<file path="config.mk">
export PLATFORM = sky130hd
export DESIGN_NAME = dac_serial_word_input
export DESIGN_NICKNAME = d
export VERILOG_FILES = /design/src/include/dac_serial_pkg.sv /design/src/rtl/dac_pin_sampler.sv /design/src/rtl/dac_serial_word_input.sv
export SDC_FILE = /design/constraint.sdc
export NUM_CORES = 1
export LEC_CHECK = 0
export BUFFER_PORTS_ARGS = -buffer_cell sky130_fd_sc_hd__clkbuf_2
export CAP_MARGIN = 20
export CORE_AREA = 4 4 82 84
export CTS_BUF_LIST = sky130_fd_sc_hd__clkbuf_4 sky130_fd_sc_hd__clkbuf_8
export CTS_CLUSTER_SIZE = 12
export DETAILED_ROUTE_END_ITERATION = 10
export DIE_AREA = 0 0 86 88
export SYNTH_ARGS = -nofsm -noshare
export SYNTH_HDL_FRONTEND = slang
export SYNTH_SLANG_ARGS = --single-unit
export TNS_END_PERCENT = 30
</file>
<file path="constraint.sdc">
create_clock -name i_clk -period 1.9 [get_ports i_clk]
set_input_delay 0.38 -clock i_clk [delete_from_list [all_inputs] [get_ports i_clk]]
set_output_delay 0.38 -clock i_clk [all_outputs]
set_load 0.05 [all_outputs]
</file>
<file path="src/include/dac_serial_pkg.sv">
// Constants and types for the serial word input port of the current-output converter
// Function
// - Each write is one 16-bit word, falling-edge capture until code 11 selects rising
// - Host launches on rise, device samples on fall
// - Frame sync rising edge updates converter register
// - First received bit is the word MSB
// - Read-back shifts old contents out on the clock edge opposite capture
// - Two control bits, 12 data, two ignored
// - Code 00 loads, 11 selects rising capture
// - Data accepted only while frame sync low
// - Reset clears shift register, converter register and mode latch to zero; the core-active flag resets to one
package dac_serial_pkg;
  localparam int WORD_W = 16;
  localparam int DATA_W = 12;
  localparam int CNT_W = 5;
  localparam int CTRL_HI_POS = 15;
  localparam int CTRL_LO_POS = 14;
  localparam int DATA_MSB_POS = 13;
  localparam int DATA_LSB_POS = 2;
  localparam logic [1:0] CTRL_LOAD = 2'h0;
  localparam logic [1:0] CTRL_RISE = 2'h3;
  localparam logic [WORD_W-1:0] SHIFT_RST = 16'h0000;
  localparam logic [DATA_W-1:0] CODE_RST = 12'h000;
  localparam logic [CNT_W-1:0] BITS_PER_WORD = 5'h10;
  localparam logic [CNT_W-1:0] CNT_RST = 5'h00;

  typedef struct packed {
    logic sclk_fall;
    logic sclk_rise;
    logic sync_fall;
    logic sync_rise;
    logic sync_low;
    logic din;
  } pin_events_t;

  typedef struct packed {
    logic ctrl_bit_high;
    logic ctrl_bit_low;
    logic [DATA_W-1:0] code;
    logic [1:0] ignored;
  } word_t;
endpackage

</file>
<file path="src/rtl/dac_pin_sampler.sv">
// Two-flop synchronisers and edge detection for the three serial pins
`timescale 1ns/1ps
module dac_pin_sampler (
  input wire logic i_clk,
  input wire logic i_srst,
  input wire logic i_sclk,
  input wire logic i_serial_din,
  input wire logic i_sync_n,
  output dac_serial_pkg::pin_events_t o_ev
);
  import dac_serial_pkg::*;

  logic [2:0] meta_ff;
  logic [2:0] sync_ff;
  logic [2:0] prev_ff;

  // Stage 1 is read only by stage 2; the edge detectors look at stages 2 and 3
  always_ff @(posedge i_clk) begin
    if (i_srst) begin
      meta_ff <= 3'h1;
      sync_ff <= 3'h1;
      prev_ff <= 3'h1;
    end else begin
      meta_ff <= {i_sclk, i_serial_din, i_sync_n};
      sync_ff <= meta_ff;
      prev_ff <= sync_ff;
    end
  end

  assign o_ev.sclk_fall = prev_ff[2] & ~sync_ff[2];
  assign o_ev.sclk_rise = ~prev_ff[2] & sync_ff[2];
  assign o_ev.din = sync_ff[1];
  assign o_ev.sync_fall = prev_ff[0] & ~sync_ff[0];
  assign o_ev.sync_rise = ~prev_ff[0] & sync_ff[0];
  assign o_ev.sync_low = ~sync_ff[0];
endmodule

</file>
<file path="src/rtl/dac_serial_word_input.sv">
// Serial word input port: shift register, control decode, converter register, read-back
`timescale 1ns/1ps
module dac_serial_word_input (
  input wire logic i_clk,
  input wire logic i_srst,
  input wire logic i_sclk,
  input wire logic i_serial_din,
  input wire logic i_sync_n,
  output logic [dac_serial_pkg::DATA_W-1:0] o_dac_code,
  output logic o_update,
  output logic o_rise_capture,
  output logic o_core_active,
  output logic o_serial_readback_out
);
  import dac_serial_pkg::*;

  // Timing: each pin passes two synchroniser flops and one edge flop, so a pin edge
  // acts three clocks after it arrives; every pin level must stand at least three
  // clocks, which caps the serial clock at a sixth of i_clk. The converter register
  // and its update strobe change on the third clock after sync rises. Bits after
  // the sixteenth of a frame are dropped; the first sixteen are kept.

  // IDLE waits for sync to fall, SHIFT gathers bits until sync rises, DONE lets the
  // frame close for one clock before a new one may open
  typedef enum logic [1:0] {IDLE, SHIFT, DONE} frame_state_t;

  pin_events_t ev;
  frame_state_t state_ff;
  frame_state_t nxt_state;
  logic [WORD_W-1:0] shift_ff;
  logic [WORD_W-1:0] nxt_shift;
  logic [CNT_W-1:0] cnt_ff;
  logic [CNT_W-1:0] nxt_cnt;
  logic [DATA_W-1:0] code_ff;
  logic update_ff;
  logic rise_mode_ff;
  logic active_ff;
  logic rb_ff;
  word_t rx_word;
  logic cap_edge;
  logic out_edge;
  logic take_bit;
  logic word_full;
  logic do_load;
  logic do_rise;
  logic in_frame;
  logic [1:0] ctrl_code;
  logic is_load_code;
  logic is_rise_code;
  logic frame_end;
  logic frame_ok;
  logic [WORD_W-1:0] shift_in;
  // Read-back keeps its own copy of the outgoing word
  logic [WORD_W-1:0] rb_word_ff;
  logic [WORD_W-1:0] nxt_rb_word;
  logic rb_snap;
  logic rb_launch;

  //////////////////////////////////////////////////////////////////////////////
  // Pin sampling; reset holds sync high and clock low, matching the idle pins,
  // so no false edge follows reset
  dac_pin_sampler u_sampler (
    .i_clk(i_clk),
    .i_srst(i_srst),
    .i_sclk(i_sclk),
    .i_serial_din(i_serial_din),
    .i_sync_n(i_sync_n),
    .o_ev(ev)
  );

  //////////////////////////////////////////////////////////////////////////////
  // Capture edge selection and bit acceptance
  assign cap_edge = rise_mode_ff ? ev.sclk_rise : ev.sclk_fall;
  assign out_edge = rise_mode_ff ? ev.sclk_fall : ev.sclk_rise;
  assign word_full = (cnt_ff == BITS_PER_WORD);
  // Bits beyond the sixteenth are dropped; clock and data ignored with sync high
  assign in_frame = (state_ff == SHIFT) & ev.sync_low;
  assign take_bit = in_frame & cap_edge & ~word_full & active_ff;
  assign nxt_cnt = ev.sync_fall ? CNT_RST : (take_bit ? cnt_ff + 5'h01 : cnt_ff);

  //////////////////////////////////////////////////////////////////////////////
  // Input shift register: bit 0 takes the pin, each higher bit its lower neighbour,
  // so the first bit of a frame ends up as the word MSB after sixteen captures
  for (genvar b = 0; b < WORD_W; b++) begin : g_shift
    if (b == 0) begin : g_pin
      assign shift_in[b] = ev.din;
    end else begin : g_chain
      assign shift_in[b] = shift_ff[b-1];
    end
    assign nxt_shift[b] = take_bit ? shift_in[b] : shift_ff[b];
  end

  //////////////////////////////////////////////////////////////////////////////
  // Control decode of the assembled word
  assign rx_word = word_t'(shift_ff);
  assign ctrl_code = {rx_word.ctrl_bit_high, rx_word.ctrl_bit_low};
  assign is_load_code = (ctrl_code == CTRL_LOAD);
  assign is_rise_code = (ctrl_code == CTRL_RISE);
  // A frame counts only if it closes with sync rising after sixteen captures;
  // reserved codes and short words fall through with no effect
  assign frame_end = ev.sync_rise & (state_ff == SHIFT);
  assign frame_ok = frame_end & word_full & active_ff;
  assign do_load = frame_ok & is_load_code;
  assign do_rise = frame_ok & is_rise_code;

  //////////////////////////////////////////////////////////////////////////////
  // Frame sequencing
  always_comb begin
    nxt_state = state_ff;
    unique case (state_ff)
      IDLE: begin
        if (ev.sync_fall) begin
          nxt_state = SHIFT;
        end
      end
      SHIFT: begin
        if (ev.sync_rise) begin
          nxt_state = DONE;
        end
      end
      DONE: begin
        nxt_state = IDLE;
      end
      default: begin
        nxt_state = IDLE;
      end
    endcase
  end

  always_ff @(posedge i_clk) begin
    if (i_srst) begin
      state_ff <= IDLE;
    end else begin
      state_ff <= nxt_state;
    end
  end

  // Contents stay put between frames; read-back copies them at the next frame open
  always_ff @(posedge i_clk) begin
    if (i_srst) begin
      shift_ff <= SHIFT_RST;
    end else begin
      shift_ff <= nxt_shift;
    end
  end

  // Bit count restarts at every sync fall, so a short frame leaves no debt for the next
  always_ff @(posedge i_clk) begin
    if (i_srst) begin
      cnt_ff <= CNT_RST;
    end else begin
      cnt_ff <= nxt_cnt;
    end
  end

  //////////////////////////////////////////////////////////////////////////////
  // Converter register and clock-edge mode latch
  always_ff @(posedge i_clk) begin
    if (i_srst) begin
      code_ff <= CODE_RST;
    end else if (do_load) begin
      code_ff <= rx_word.code;
    end
  end

  // One-cycle strobe beside the code so downstream logic can count updates
  always_ff @(posedge i_clk) begin
    if (i_srst) begin
      update_ff <= 1'b0;
    end else begin
      update_ff <= do_load;
    end
  end

  // Rising capture persists until reset; only i_srst brings back falling capture
  always_ff @(posedge i_clk) begin
    if (i_srst) begin
      rise_mode_ff <= 1'b0;
    end else if (do_rise) begin
      rise_mode_ff <= 1'b1;
    end
  end

  // Core sits idle from the mode switch until the next frame opens
  always_ff @(posedge i_clk) begin
    if (i_srst) begin
      active_ff <= 1'b1;
    end else if (do_rise) begin
      active_ff <= 1'b0;
    end else if (ev.sync_fall) begin
      active_ff <= 1'b1;
    end
  end

  //////////////////////////////////////////////////////////////////////////////
  // Read-back: the word held at frame open is copied aside so that it leaves MSB first
  // on the launch edges, undisturbed by the bits captured in the same frame.
  // In rising capture the launch edge moves to the falling clock.
  assign rb_snap = ev.sync_fall;
  assign rb_launch = ev.sync_low & out_edge & ~ev.sync_fall;
  assign nxt_rb_word = rb_snap ? shift_ff : (rb_launch ? {rb_word_ff[WORD_W-2:0], 1'b0} : rb_word_ff);

  always_ff @(posedge i_clk) begin
    if (i_srst) begin
      rb_word_ff <= SHIFT_RST;
    end else begin
      rb_word_ff <= nxt_rb_word;
    end
  end

  always_ff @(posedge i_clk) begin
    if (i_srst) begin
      rb_ff <= 1'b0;
    end else if (rb_launch) begin
      rb_ff <= rb_word_ff[WORD_W-1];
    end
  end

  //////////////////////////////////////////////////////////////////////////////
  // Outputs, each straight from its register
  assign o_dac_code = code_ff;
  assign o_update = update_ff;
  assign o_rise_capture = rise_mode_ff;
  assign o_core_active = active_ff;
  assign o_serial_readback_out = rb_ff;
endmodule

</file>
Word level (Yosys, flattened, before mapping)
Index checks and enable logic that the tools add are counted.
{"block": "op_classes", "n_lt_le_gt_ge": 0, "reduce_logical": 6, "n_bitwise": 21, "mux": 9, "eq_ne": 5, "div": 0, "mul": 0, "n_addsub": 1, "n_shift": 0}
{"operator": "16-bit two-way mux", "count": 2}
{"operator": "1-bit AND", "count": 15}
{"operator": "1-bit inverter", "count": 6}
{"operator": "5-bit by 1-bit adder with 5-bit output (second input constant)", "count": 1}
{"operator": "5-bit equality test (second input constant)", "count": 1}
{"operator": "2-bit zero test", "count": 2}
{"operator": "1-bit two-way mux", "count": 4}
{"operator": "2-bit two-way mux", "count": 2}
{"operator": "2-bit != test (second input constant)", "count": 2}
{"operator": "2-bit one-hot mux with 2 select lines", "count": 1}
{"operator": "2-bit nonzero test", "count": 2}
{"operator": "2-bit by 1-bit equality test with 1-bit output (second input constant)", "count": 1}
{"operator": "2-bit equality test (second input constant)", "count": 1}
{"operator": "2-bit AND reduction", "count": 1}
{"operator": "2-bit OR reduction", "count": 1}
{"block": "word_totals", "reg_bits": 64, "mem_bits_ro": 0, "mem_count": 0, "mem_bits_rw": 0, "latchBits": 0, "input_bits": 5}

Depth between registers and ports, before layout
Gate-level depths: netlist (run 1).
{"block": "logic_depth", "ltp_word": 7, "depth_mapped": 7}

Modules after synthesis
A second synthesis (run 1) with hierarchy kept.
{"block": "hier_totals", "cells_unflattened": 264, "hier_area_um2": 2611.3}
{"mod": "dac_serial_word_input", "cells_per_inst": 242, "area_per_inst_um2": 2364.8, "seq_area_each_um2": 1101.1, "n_inst": 1}
{"mod": "dac_pin_sampler", "cells_per_inst": 22, "area_per_inst_um2": 246.5, "seq_area_each_um2": 160.2, "n_inst": 1}

Worst setup path after synthesis (run 1)
Ideal clock, no wire load.
{"block": "synth_timing", "path_kind": "reg-to-reg", "startpoint": "reg rise_mode_ff (netlist: o_rise_capture)", "endpoint": "reg rb_ff (netlist: o_serial_readback_out)", "path_slack_ns": 0.074, "arrival_ns": 1.699, "n_path_buf": 1, "required_time_ns": 1.772, "period_less_slack_ns": 1.826, "stages_incl_launch_ff": 6, "path_cell_list": "dfxtp_1 -> or3b_4 -> a211oi_4 -> buf_6 -> mux2i_1 -> nor2_1"}
{"block": "synth_via", "elab_chain_len": 3}
{"item": "start: declaration", "line_no": "dac_serial_word_input.sv:36", "source": "logic rise_mode_ff;"}
{"item": "start signal: assignment", "line_no": "dac_serial_word_input.sv:178", "source": "rise_mode_ff <= 1'b0;"}
{"item": "start signal: assignment", "line_no": "dac_serial_word_input.sv:180", "source": "rise_mode_ff <= 1'b1;"}
{"item": "1-bit two-way mux", "line_no": "dac_serial_word_input.sv:74", "source": "assign out_edge = rise_mode_ff ? ev.sclk_fall : ev.sclk_rise;"}
{"item": "1-bit AND (2 in series)", "line_no": "dac_serial_word_input.sv:200", "source": "assign rb_launch = ev.sync_low & out_edge & ~ev.sync_fall;"}
{"item": "end signal: assignment", "line_no": "dac_serial_word_input.sv:215", "source": "rb_ff <= rb_word_ff[WORD_W-1];"}
{"item": "end: declaration", "line_no": "dac_serial_word_input.sv:38", "source": "logic rb_ff;"}
Every way passes these cells.
A chain may end at the register's enable or synchronous reset.

Final worst setup path (run 1)
{"block": "layout_timing", "startpoint": "reg cnt_ff[0]", "endpoint": "reg code_ff[9] (netlist: o_dac_code[9])"}
{"block": "layout_via", "elab_chain_len": 4}
{"item": "start: declaration", "line_no": "dac_serial_word_input.sv:32", "source": "logic [CNT_W-1:0] cnt_ff;"}
{"item": "start signal: assignment", "line_no": "dac_serial_word_input.sv:152", "source": "cnt_ff <= nxt_cnt;"}
{"item": "5-bit equality test", "line_no": "dac_serial_word_input.sv:75", "source": "assign word_full = (cnt_ff == BITS_PER_WORD);"}
{"item": "1-bit AND (2 in series)", "line_no": "dac_serial_word_input.sv:102", "source": "assign frame_ok = frame_end & word_full & active_ff;"}
{"item": "1-bit AND", "line_no": "dac_serial_word_input.sv:103", "source": "assign do_load = frame_ok & is_load_code;"}
{"item": "end signal: assignment", "line_no": "dac_serial_word_input.sv:162", "source": "code_ff <= rx_word.code;"}
{"item": "end: declaration", "line_no": "dac_serial_word_input.sv:34", "source": "logic [DATA_W-1:0] code_ff;"}
Every way passes these cells.

==> results.txt, run 1 <==
The worst endpoint required time is 2.10 ns. The final weighted congestion in routability-driven placement came out at around 0.73. The share of layout cells above drive strength 1 came out at 23.6%. The number of instances in the placed design came out at about 310. The aggregate global routing overflow is 0.

The critical path class is reg2reg. The post-synth net total came out at roughly 230. The critical path endpoint category is a register. The yosys synthesis warning count is 0. The setup-violating endpoint count in the final report came out at 0. The die height is 88 um. The detailed placer's ending HPWL is 2.99 mm. After synthesis the cells add up to 2340 um^2. In this run the power density over the cells is 914 nW/um^2.

Input and output buffers added on the ports amount to 20. The run finished with clean final reports. The first TritonRoute pass finished after 6 iterations. In this run the standard cell core region covers 5920 um^2. The highest clock rate came out at 575 MHz. In the global route stage, overall resource usage came out at 12.7%. The total number of nets in the final design came out at 261. By area the synthesized netlist is led by dfxtp_1, mux2i_1, nor2_1.

The critical-path maximum fanout is 8. The global-route wire length before repair came out at 7.34 mm. The final worst setup slack came out at 0.161 ns.

The via count normalized by instance count is 5.07. The area taken by flip-flops and latches came out at 1260 um^2. After filler insertion, the fill cell instance count of the layout stands at 593. Counting instances in the post-synthesis netlist gives the leading cell types as dfxtp_1, nor2_1, mux2i_1. The initial DRC count is 119. The total power is 2.53 mW. The number of instances in the synthesized netlist came out at 221. The number of levels the H-tree was split into is 3. The worst hold path cell count came out at 2. The per-cell routed wire length is 13.3 um. VDD sags by at most 0.000586 V.

The async set or reset register ratio after synthesis is 0%. The antenna diode instance count came out at 0. The length in cells of the worst reg-to-reg path is 8. The number of clock buffers added by TritonCTS is 9. The number of hold buffers added after CTS came out at 0.

The setup slack at placement came out at -0.0493 ns. The most common cell in the synthesized netlist is dfxtp_1. The clock slew seen by the registers of the worst setup and hold paths came out at 0.07 ns. The library cell occupying the most area in the post-synthesis netlist is dfxtp_1.

The number of distinct standard cells referenced by the synthesized netlist is 32. The total negative slack came out at 0 ns. From left edge to right edge, the die measures 86 um.

The synthesis-stage register bit count is 63. The max-slew violation count was 0. The portion of the clock cycle consumed by the worst path in the final layout is 91.5%. The worst hold path begins at i_sync_n. Traced cell by cell, the critical path runs through inv_2 > ha_1 > nand4bb_1 > buf_4 > nor4b_4 > buf_6 > mux2i_1 > nor2_1.

The critical path's largest stage delay came out at 0.33 ns. The number of antenna violations at the first check in global routing was 0. The via count of the first global-routing pass was 1469.

The worst slew margin relative to its limit came out at 69.0%. The number of buffers on the longest clock path is 2. The critical path starts at cnt_ff[0]. Once the floorplan was initialized, standard cells occupied approximately two fifths of the core. The worst register-to-register path begins at cnt_ff[0]. The most instantiated flip-flop cell in the synthesis netlist is dfxtp_1.

At the pin with the least slew margin, the transition time is between 0.4 and 0.5 ns. The data arrival time of the critical path came out at 1.94 ns. The number of enable-type register cells in the synthesized netlist came out at 0.

Sequential elements use a little over half of the synthesized area. The worst hold path belongs to the class in2reg. The clock insertion delay at the later pin of the skew report is 0.33 ns. The I/O pin total came out at 21. STA classifies the critical path startpoint as a register.

For this block, the via count after detailed routing is approximately 1.7k. Across the run, the number of max-cap violations was 0. The tree built by TritonCTS fans out to 63 sinks. The count of cells in the finished layout, fillers not included, comes to 334. The pin count of the biggest net entering global routing came out at 24.

TritonCTS built the clock tree. The footprint of the multi-input gates is 978 um^2. The floorplan row count came out at 28. The final number of hold-violating endpoints was 0.

After detailed routing, the number of remaining DRC violations is 0. The sum of routed wire length over all layers is 4.44 mm. The synthesized area per cell is between 10 and 15 um^2. The analysis attributes to cell leakage a power of around 1.2 nW. The floorplan step defined a die boundary enclosing 7570 um^2. The final critical path time including I/O delays and setup is 1.74 ns.

In this run the clock root is driven by a clkbuf_8. The share of Yosys cell area claimed by the top area cell type came out at between 50% and 60%. The worst clock skew came out at 0.00672 ns. The remaining antenna violation count is 0. Among all stages on the critical path, the largest delay is contributed by dfxtp_2. The area added between synthesis and finish came out at 18.6%.
[path summary, 6_finish.rpt]
| kind | end | slack (ns) |
|---|---|---|
| max | o_dac_code[9] | 0.16 |
| min | u_sampler.meta_ff[0] | 0.23 |
| max reg2reg | o_dac_code[9] | 0.16 |
| min reg2reg | u_sampler.sync_ff[0] | 0.41 |
[per-stage QoR]
stage	hold slack (ns)	cell area [um^2]	utilization [%]
floorplan	0.389	2340	-
global placement	0.393	2530	42.8
detailed placement	0.394	2530	42.8
CTS	0.221	2750	46.4
global route	0.221	2770	46.8
finish	0.232	2770	46.8
[metal layers]
layer / track usage [%] / share of wire [%] / routed length [um] / vias up
li1: - / - / - / 855
met1: 17.6 / 49 / 2180 / 803
met2: 17.0 / 45 / 1990 / 35
met3: 3.67 / 5.1 / 226 / 2
met4: 8.20 / 0.88 / 39 / 0
met5: 0 / 0 / 0 / -
[flip-flops by register name, summed over array words and instances (netlist names), 2 cells and up]
| register | count |
|---|---|
| u_sampler.sync_ff | 3 |
| rx_word | 16 |
| rb_word_ff | 16 |
| u_sampler.prev_ff | 2 |
| state_ff | 2 |
| cnt_ff | 5 |
| o_dac_code | 12 |
| u_sampler.meta_ff | 3 |
[kinds of logic (layout without fill, tap and decap cells)]
logic type,Yosys count,after routing,synth area share (%)
DFF,63,63,54.0
buffers and inverters,19,57,4.18
xor gates and xnor gates,1,1,0.375
muxes,30,30,12.8
adders and majority gates,3,3,1.50
AOI/OAI and AO/OA,28,28,10.3
and+or+nand+nor,77,77,16.8
[critical path: cells and delay by family, from the launching register on]
kind	cells	cell delay (ns)
buffers and inverters	3	0.44
adder cells (fa/ha/maj)	1	0.13
AND/OR/NAND/NOR	3	0.51
flip-flops	1	0.33
multiplexers	1	0.20
[final cells by class]
| cell class | instances | share of cell area [%] |
|---|---|---|
| multi-input combinational | 139 | 35.3 |
| timing repair buffer | 34 | 7.67 |
| tap | 75 | 3.39 |
| clock buffer | 12 | 5.51 |
| clock inverter | 4 | 1.63 |
| inverter | 7 | 0.948 |
| sequential | 63 | 45.6 |
[where the power goes]
part	switching, mW	internal (mW)
clock	0.482	0.664
combinational	0.0340	0.0176
sequential	0.00642	1.33
total	0.523	2.01
[cells in the final DEF, fill, tap and decap left out, drive strengths merged]
cell type and count:
dfxtp 63, nor2 52, clkbuf 32, mux2i 30, a222oi 15, buf 14, inv 7, nor2b 5
or2 4, o21ai 4, a21oi 4, nand3 3, or3 3, clkinv 3, ha 2, nand4bb 2
nand3b 1, or3b 1, a211oi 1, a31o 1, a22oi 1, maj3 1, nor3 1, and3b 1
nor3b 1, nor4bb 1, o211ai 1, xnor2 1, nor4b 1, nand4 1, a21o 1, bufinv 1
[repair_timing]
| action | 4_1_cts | 5_1_grt |
|---|---|---|
| pin swaps | 1 | 1 |
| setup endpoints to repair | 15 | 9 |
| setup buffers | 2 | 1 |
| gates resized for setup | 0 | 4 |
Power figures use the tool's default switching activity.
==> inputs of run 2 (changes only) <==
- CTS_BUF_LIST: sky130_fd_sc_hd__clkbuf_4 sky130_fd_sc_hd__clkbuf_8 -> sky130_fd_sc_hd__clkbuf_4
==> results.txt, run 2 (same netlist as run 1, synthesis figures left out) <==
The total clock sinks is 63 (unchanged). The number of levels the H-tree was split into came out at 3 (unchanged). The final number of hold-violating endpoints is 0 (unchanged). The maximum resistive drop on vdd was 0.000381 V (was 0.000586 V). The highest clock rate is 565 MHz (was 575 MHz). The core area came out at 5920 um^2 (unchanged).

The worst setup slack for register-to-register paths came out at 0.13 ns (was 0.16 ns). The filler-free cell count of the finished design came out at 335 (was 334). The data arrival time of the critical path is 2.04 ns (was 1.94 ns). The aggregate global routing overflow came out at 0 (unchanged). The number of antenna violations at the first check in global routing came out at 0 (unchanged). The total number of nets in the final design came to 262 (was 261). The worst endpoint required time was 2.17 ns (was 2.10 ns).

The element type at the critical path start is a register (unchanged). The share of layout cells above drive strength 1 is 23.8% (was 23.6%). The static power due to leakage came to 1.15 nW (was 1.18 nW).

The floorplan row count is 28 (unchanged). The power per cell area is 836 nW/um^2 (was 914 nW/um^2). The total power came out at 2.27 mW (was 2.53 mW). The critical path endpoint category is a register (unchanged).

The remaining antenna violation count came to 0 (unchanged). The number of buffers on the longest clock path is 2 (unchanged). The max-slew violation count came to 0 (unchanged). The I/O pin total came to 21 (unchanged).

The clock insertion delay at the later pin of the skew report came to 0.39 ns (was 0.33 ns). Commonest cells after routing, fill and taps aside: dfxtp_1, nor2_1, mux2i_1, clkbuf_2, a222oi_1 (unchanged). The global-route wire length before repair came out at 7.34 mm (unchanged).

The chip width is 86 um (unchanged). The overall die area is 7570 um^2 (unchanged). The transition at the pin with the smallest max-transition slack came to 0.468 ns (was 0.465 ns). The antenna diode instance count is 0 (unchanged). The critical-path maximum fanout is 8 (unchanged).

The via count normalized by instance count came out at 5.07 (about the same). The global-route usage over all layers came to 12.7% (about the same). The master cell of the clock root buffer is clkbuf_4 (was clkbuf_8). The number of instances in the placed design is 314 (unchanged). The worst slew margin relative to its limit is 68.8% (was 69.0%). The clock slew seen by the registers of the worst setup and hold paths is 0.10 ns (was 0.07 ns).

The count of unresolved DRC violations after routing is 0 (unchanged). The via count of the first global-routing pass was 1469 (unchanged). The pin count of the biggest net entering global routing is 24 (unchanged). The initial DRC count is 139 (was 119). The area taken by flip-flops and latches came out at 1260 um^2 (about the same). The number of vias in the routed layout came to 1700 (was 1695). The leading cell type in the layout, fill and taps excluded is dfxtp_1 (unchanged).

The number of iterations in the first detailed-routing pass is 5 (was 6). Outcome: complete, no violations (unchanged). The final critical path time including I/O delays and setup is 1.77 ns (was 1.74 ns).

The per-cell routed wire length came out at 13.4 um (was 13.3 um). The count of buffers from port buffering was 20 (unchanged). The total negative slack came out at 0 ns (unchanged). The detailed placer's ending HPWL is 2.99 mm (unchanged). The filler cell count in the final layout came out at 600 (was 593). The portion of the clock cycle consumed by the worst path in the final layout came out at 93.1% (was 91.5%).

The TritonCTS clock tree is yes (unchanged). The setup-violating endpoint count in the final report is 0 (unchanged). The area added between synthesis and finish is 16.1% (was 18.6%). The number of CTS-inserted buffers is 9 (unchanged). The final weighted congestion in routability-driven placement was 0.734 (unchanged). The die height was 88 um (unchanged).

The footprint of the multi-input gates is 978 um^2 (unchanged). The sum of routed wire length over all layers is 4.49 mm (was 4.44 mm). The effective utilization at floorplan is 39.5% (unchanged). The max-cap violation count came out at 0 (unchanged). The critical path class is reg2reg (unchanged). The number of hold buffers added after CTS came out at 0 (unchanged). The worst clock skew is 0.0101 ns (was 0.00672 ns). The classification of the worst-slack hold path is in2reg (unchanged).
## run 2: cell count changes in the layout (fill, tap and decap cells not counted), sizes merged
| cell | change |
|---|---|
| clkbuf | -1 |
| buf | +1 |
| clkinv | +1 |
## run 2: worst max-delay path: stages, from the launching register on
cell       delay (ns)
dfxtp_2          0.34
inv_2            0.05
ha_1             0.13
nand4bb_1        0.14
buf_4            0.18
nor4b_4          0.34
buf_6            0.21
mux2i_1          0.20
nor2_1           0.05
## run 2: final timing paths
check,from,to,depth (start not counted)
setup / recovery,cnt_ff[0],o_dac_code[9],8
hold / removal,i_sync_n,u_sampler.meta_ff[0],2
hold reg to reg,u_sampler.meta_ff[0],u_sampler.sync_ff[0],1
setup reg to reg,cnt_ff[0],o_dac_code[9],8
## run 2: per-layer routing
layer / track usage (%) / wire (um)
met3: 3.39 / 187
met4: 8.63 / 87
met1: 17.8 / 2280
met5: 0 / 0
met2: 17.0 / 1930
## run 2: repair_timing
item	in CTS	in global routing
endpoints found under the setup margin	15	9
pin swaps	1	1
gates resized for setup	0	5
setup buffers	2	2
## run 2: through the flow
| stage | hold slack [ns] | cell area (um^2) | util, % | setup WS [ns] |
|---|---|---|---|---|
| after detailed placement | 0.394 | 2530 | 42.8 | -0.0493 |
| final | 0.167 | 2710 | 45.8 | 0.132 |
| after global placement | 0.393 | 2530 | 42.8 | 0.0619 |
| after CTS | 0.141 | 2680 | 45.3 | 0.0653 |
| after floorplan | 0.389 | 2340 | - | 0.0738 |
| after global routing | 0.142 | 2710 | 45.8 | -0.00747 |
## run 2: cell type report
| type | count | area share, % |
|---|---|---|
| Tap cell | 75 | 3.46 |
| Multi-Input combinational cell | 139 | 36.1 |
| Clock buffer | 11 | 3.04 |
| Sequential cell | 63 | 46.6 |
| Inverter | 7 | 0.968 |
| Clock inverter | 5 | 1.80 |
| Timing Repair Buffer | 35 | 8.11 |
## run 2: report_power, final
group	switching [mW]	total [mW]	leakage, nW	internal [mW]
Sequential	0.00632	1.33	0.510	1.33
Clock	0.462	0.883	0.0780	0.421
Combinational	0.0343	0.0520	0.565	0.0176
Total	0.503	2.27	1.15	1.77
==> inputs of run 3 (changes only) <==
- clock period: 1.9 -> 1.66 ns (I/O delays scaled with it)
==> results.txt, run 3 (same netlist as run 1, synthesis figures left out) <==
Outcome: complete, no violations (unchanged). The remaining antenna violation count came to 0 (unchanged). The number of iterations in the first detailed-routing pass is 5 (unchanged). The final critical path time including I/O delays and setup is 1.57 ns (was 1.77 ns). The clock slew seen by the registers of the worst setup and hold paths came to 0.11 ns (was 0.10 ns). The start point of the critical path is o_rise_capture (was cnt_ff[0]). The share of layout cells above drive strength 1 is 29.5% (was 23.8%). The setup-violating endpoint count in the final report was 0 (unchanged). The summed area of non-filler cells in the final layout is 2880 um^2 (was 2710 um^2).

The number of buffers and inverters on the critical path is 0 (was 3). The critical path endpoint category is a register (unchanged). The max-cap violation count came out at 0 (unchanged). The power per cell area came to 956 nW/um^2 (was 836 nW/um^2).

The per-cell routed wire length came out at 13.7 um (was 13.4 um). The highest clock rate is 636 MHz (was 565 MHz). The maximum resistive drop on vdd is 0.000635 V (was 0.000381 V).

The number of antenna violations at the first check in global routing came out at 0 (unchanged). The final weighted congestion in routability-driven placement came out at 0.779 (was 0.734). The total negative slack came out at 0 ns (unchanged). The static power due to leakage came out at 1.20 nW (was 1.15 nW). The switching power share of the total was 22.0% (was 22.1%). The area added between synthesis and finish was 23.2% (was 16.1%). The total number of nets in the final design was 270 (was 262). The pin count of the biggest net entering global routing is 30 (was 24). The setup slack at placement is -0.106 ns (was -0.0493 ns). The worst endpoint required time came out at 1.95 ns (was 2.17 ns).

The number of vias in the routed layout came to 1759 (was 1700). The critical-path maximum fanout came to 16 (was 8). The leading cell type in the layout, fill and taps excluded is dfxtp_1 (unchanged). The TritonCTS clock tree is yes (unchanged). The share of total power in combinational logic came out at 2.6% (was 2.3%).

The part of the total power dissipated in the clock network is 41.9% (was 38.9%). The cell with the largest stage delay on the worst path is or3b_4 (was dfxtp_2). The critical path's largest stage delay is 0.42 ns (was 0.34 ns). The worst slew margin relative to its limit came out at 57.7% (was 68.8%). The antenna diode instance count is 0 (unchanged). Setup repair after global routing could not meet its margin everywhere.

The sum of routed wire length over all layers came to 4.68 mm (was 4.49 mm). The effective utilization at floorplan is 39.5% (unchanged). The transition at the pin with the smallest max-transition slack is 0.634 ns (was 0.468 ns). The max-slew violation count is 0 (unchanged). The fraction of power consumed by sequential logic is 55.4% (was 58.8%).

The switching power is 0.606 mW (was 0.503 mW). The I/O pin total is 21 (unchanged). The critical register-to-register path endpoint is rb_word_ff[1] (was o_dac_code[9]). The cell-internal power was 2.15 mW (was 1.77 mW).

The number of CTS-inserted buffers came out at 9 (unchanged). The via count normalized by instance count came out at 5.13 (was 5.07). The initial DRC count is 195 (was 139). The final number of hold-violating endpoints came out at 0 (unchanged).

The core area is 5920 um^2 (unchanged). Worst path cell trace: or3b_4 > a31o_4 > a222oi_1 > nor2_1 (was inv_2 > ha_1 > nand4bb_1 > buf_4 > nor4b_4 > buf_6 > mux2i_1 > nor2_1). The detailed placer's ending HPWL is 2.95 mm (was 2.99 mm).

The die height is 88 um (unchanged). The via count of the first global-routing pass is 1695 (was 1469). The number of levels the H-tree was split into came out at 3 (unchanged). The data arrival time of the critical path is 1.86 ns (was 2.04 ns). The chip width came to 86 um (unchanged).

The total power was 2.75 mW (was 2.27 mW). The worst clock skew is 0.0113 ns (was 0.0101 ns). The gate family responsible for the most delay along the worst path is compound AO/OA/AOI/OAI gates (was simple AND/OR/NAND/NOR gates). The classification of the worst-slack hold path was in2reg (unchanged).

The worst setup slack for register-to-register paths came to 0.09 ns (was 0.13 ns). The startpoint of the lowest-slack hold path is i_sync_n (unchanged). The startpoint of the lowest-slack register-to-register path is o_rise_capture (was cnt_ff[0]).

The worst hold path cell count is 2 (unchanged). The element type at the critical path start is a register (unchanged). The number of buffers on the longest clock path was 2 (unchanged). The master cell of the clock root buffer is clkbuf_4 (unchanged). The aggregate global routing overflow is 0 (unchanged). The clock insertion delay at the later pin of the skew report is 0.40 ns (was 0.39 ns). The global-route usage over all layers is 13.7% (was 12.7%). The placement-stage cell area is 2600 um^2 (was 2530 um^2).

The count of buffers from port buffering is 20 (unchanged). Commonest cells after routing, fill and taps aside: dfxtp_1, nor2_1, mux2i_1, clkbuf_2, buf_4 (was dfxtp_1, nor2_1, mux2i_1, clkbuf_2, a222oi_1). The length in cells of the worst reg-to-reg path is 4 (was 8).

The overall die area is 7570 um^2 (unchanged). The portion of the clock cycle consumed by the worst path in the final layout came out at 94.8% (was 93.1%). The final worst setup slack is 0.0867 ns (was 0.132 ns). The sink of the worst hold path is u_sampler.meta_ff[0] (unchanged).

The global-route wire length before repair came out at 8.08 mm (was 7.34 mm). The critical path class is reg2reg (unchanged). The floorplan row count was 28 (unchanged).

The total clock sinks is 63 (unchanged). The count of unresolved DRC violations after routing is 0 (unchanged).
[run 3: area by class of cell]
| cell class | instances | area [um^2] |
|---|---|---|
| tap | 75 | 93.8 |
| inverter | 7 | 26.3 |
| multi-input combinational | 139 | 1040 |
| clock inverter | 7 | 87.6 |
| timing repair buffer | 43 | 298 |
| sequential | 63 | 1270 |
| fill | 568 | 3040 |
| clock buffer | 9 | 67.6 |
[run 3: worst max-delay path by stage]
| stage | to | slack, ns | cells after the start |
|---|---|---|---|
| 3_3_place_gp | rx_word[11] | -0.12 | 7 |
| 6_report | rb_word_ff[1] | 0.09 | 4 |
| 3_5_place_dp | rx_word[7] | -0.11 | 7 |
| 5_1_grt | o_dac_code[9] | -0.04 | 7 |
| 4_1_cts | o_dac_code[10] | 0.006 | 7 |
| 2_1_floorplan | o_serial_readback_out | -0.04 | 5 |
[run 3: routing by layer]
metal / wire length, um / vias up / global-route usage (%)
met3: 200 / 10 / 3.48
met5: 0 / - / 0
li1: - / 877 / -
met2: 2100 / 47 / 20.5
met4: 103 / 0 / 7.34
met1: 2280 / 825 / 18.1
[run 3: what timing repair did]
action                     4_1_cts  5_1_grt
buffers inserted                 3        2
setup endpoints to repair       34       28
gates resized for setup         14        8
pin swaps                        4       10
cloned                           1        1
hold buffers                     0        0
[run 3: power groups by stage]
| stage | combinational, mW | clock (mW) | sequential (mW) |
|---|---|---|---|
| 2_1_floorplan | 0.0437 | 0 | 1.56 |
| 3_3_place_gp | 0.0695 | 0 | 1.56 |
| 3_5_place_dp | 0.0689 | 0 | 1.56 |
| 4_1_cts | 0.0716 | 1.19 | 1.53 |
| 5_1_grt | 0.0799 | 1.26 | 1.53 |
| 6_report | 0.0717 | 1.15 | 1.53 |
[run 3: worst reg2reg max path: cells and delay by family, from the launching register on]
kind            cells  cell delay, ns
simple gates        2            0.48
flops               1            0.36
compound gates      2            0.63
[run 3: stage by stage]
stage	util, %	instances	hold slack (ns)
after floorplan	-	221	0.389
after global placement	44.0	321	0.416
after detailed placement	44.0	321	0.411
after CTS	48.1	341	0.0845
after global routing	48.6	343	0.107
final	48.6	343	0.112
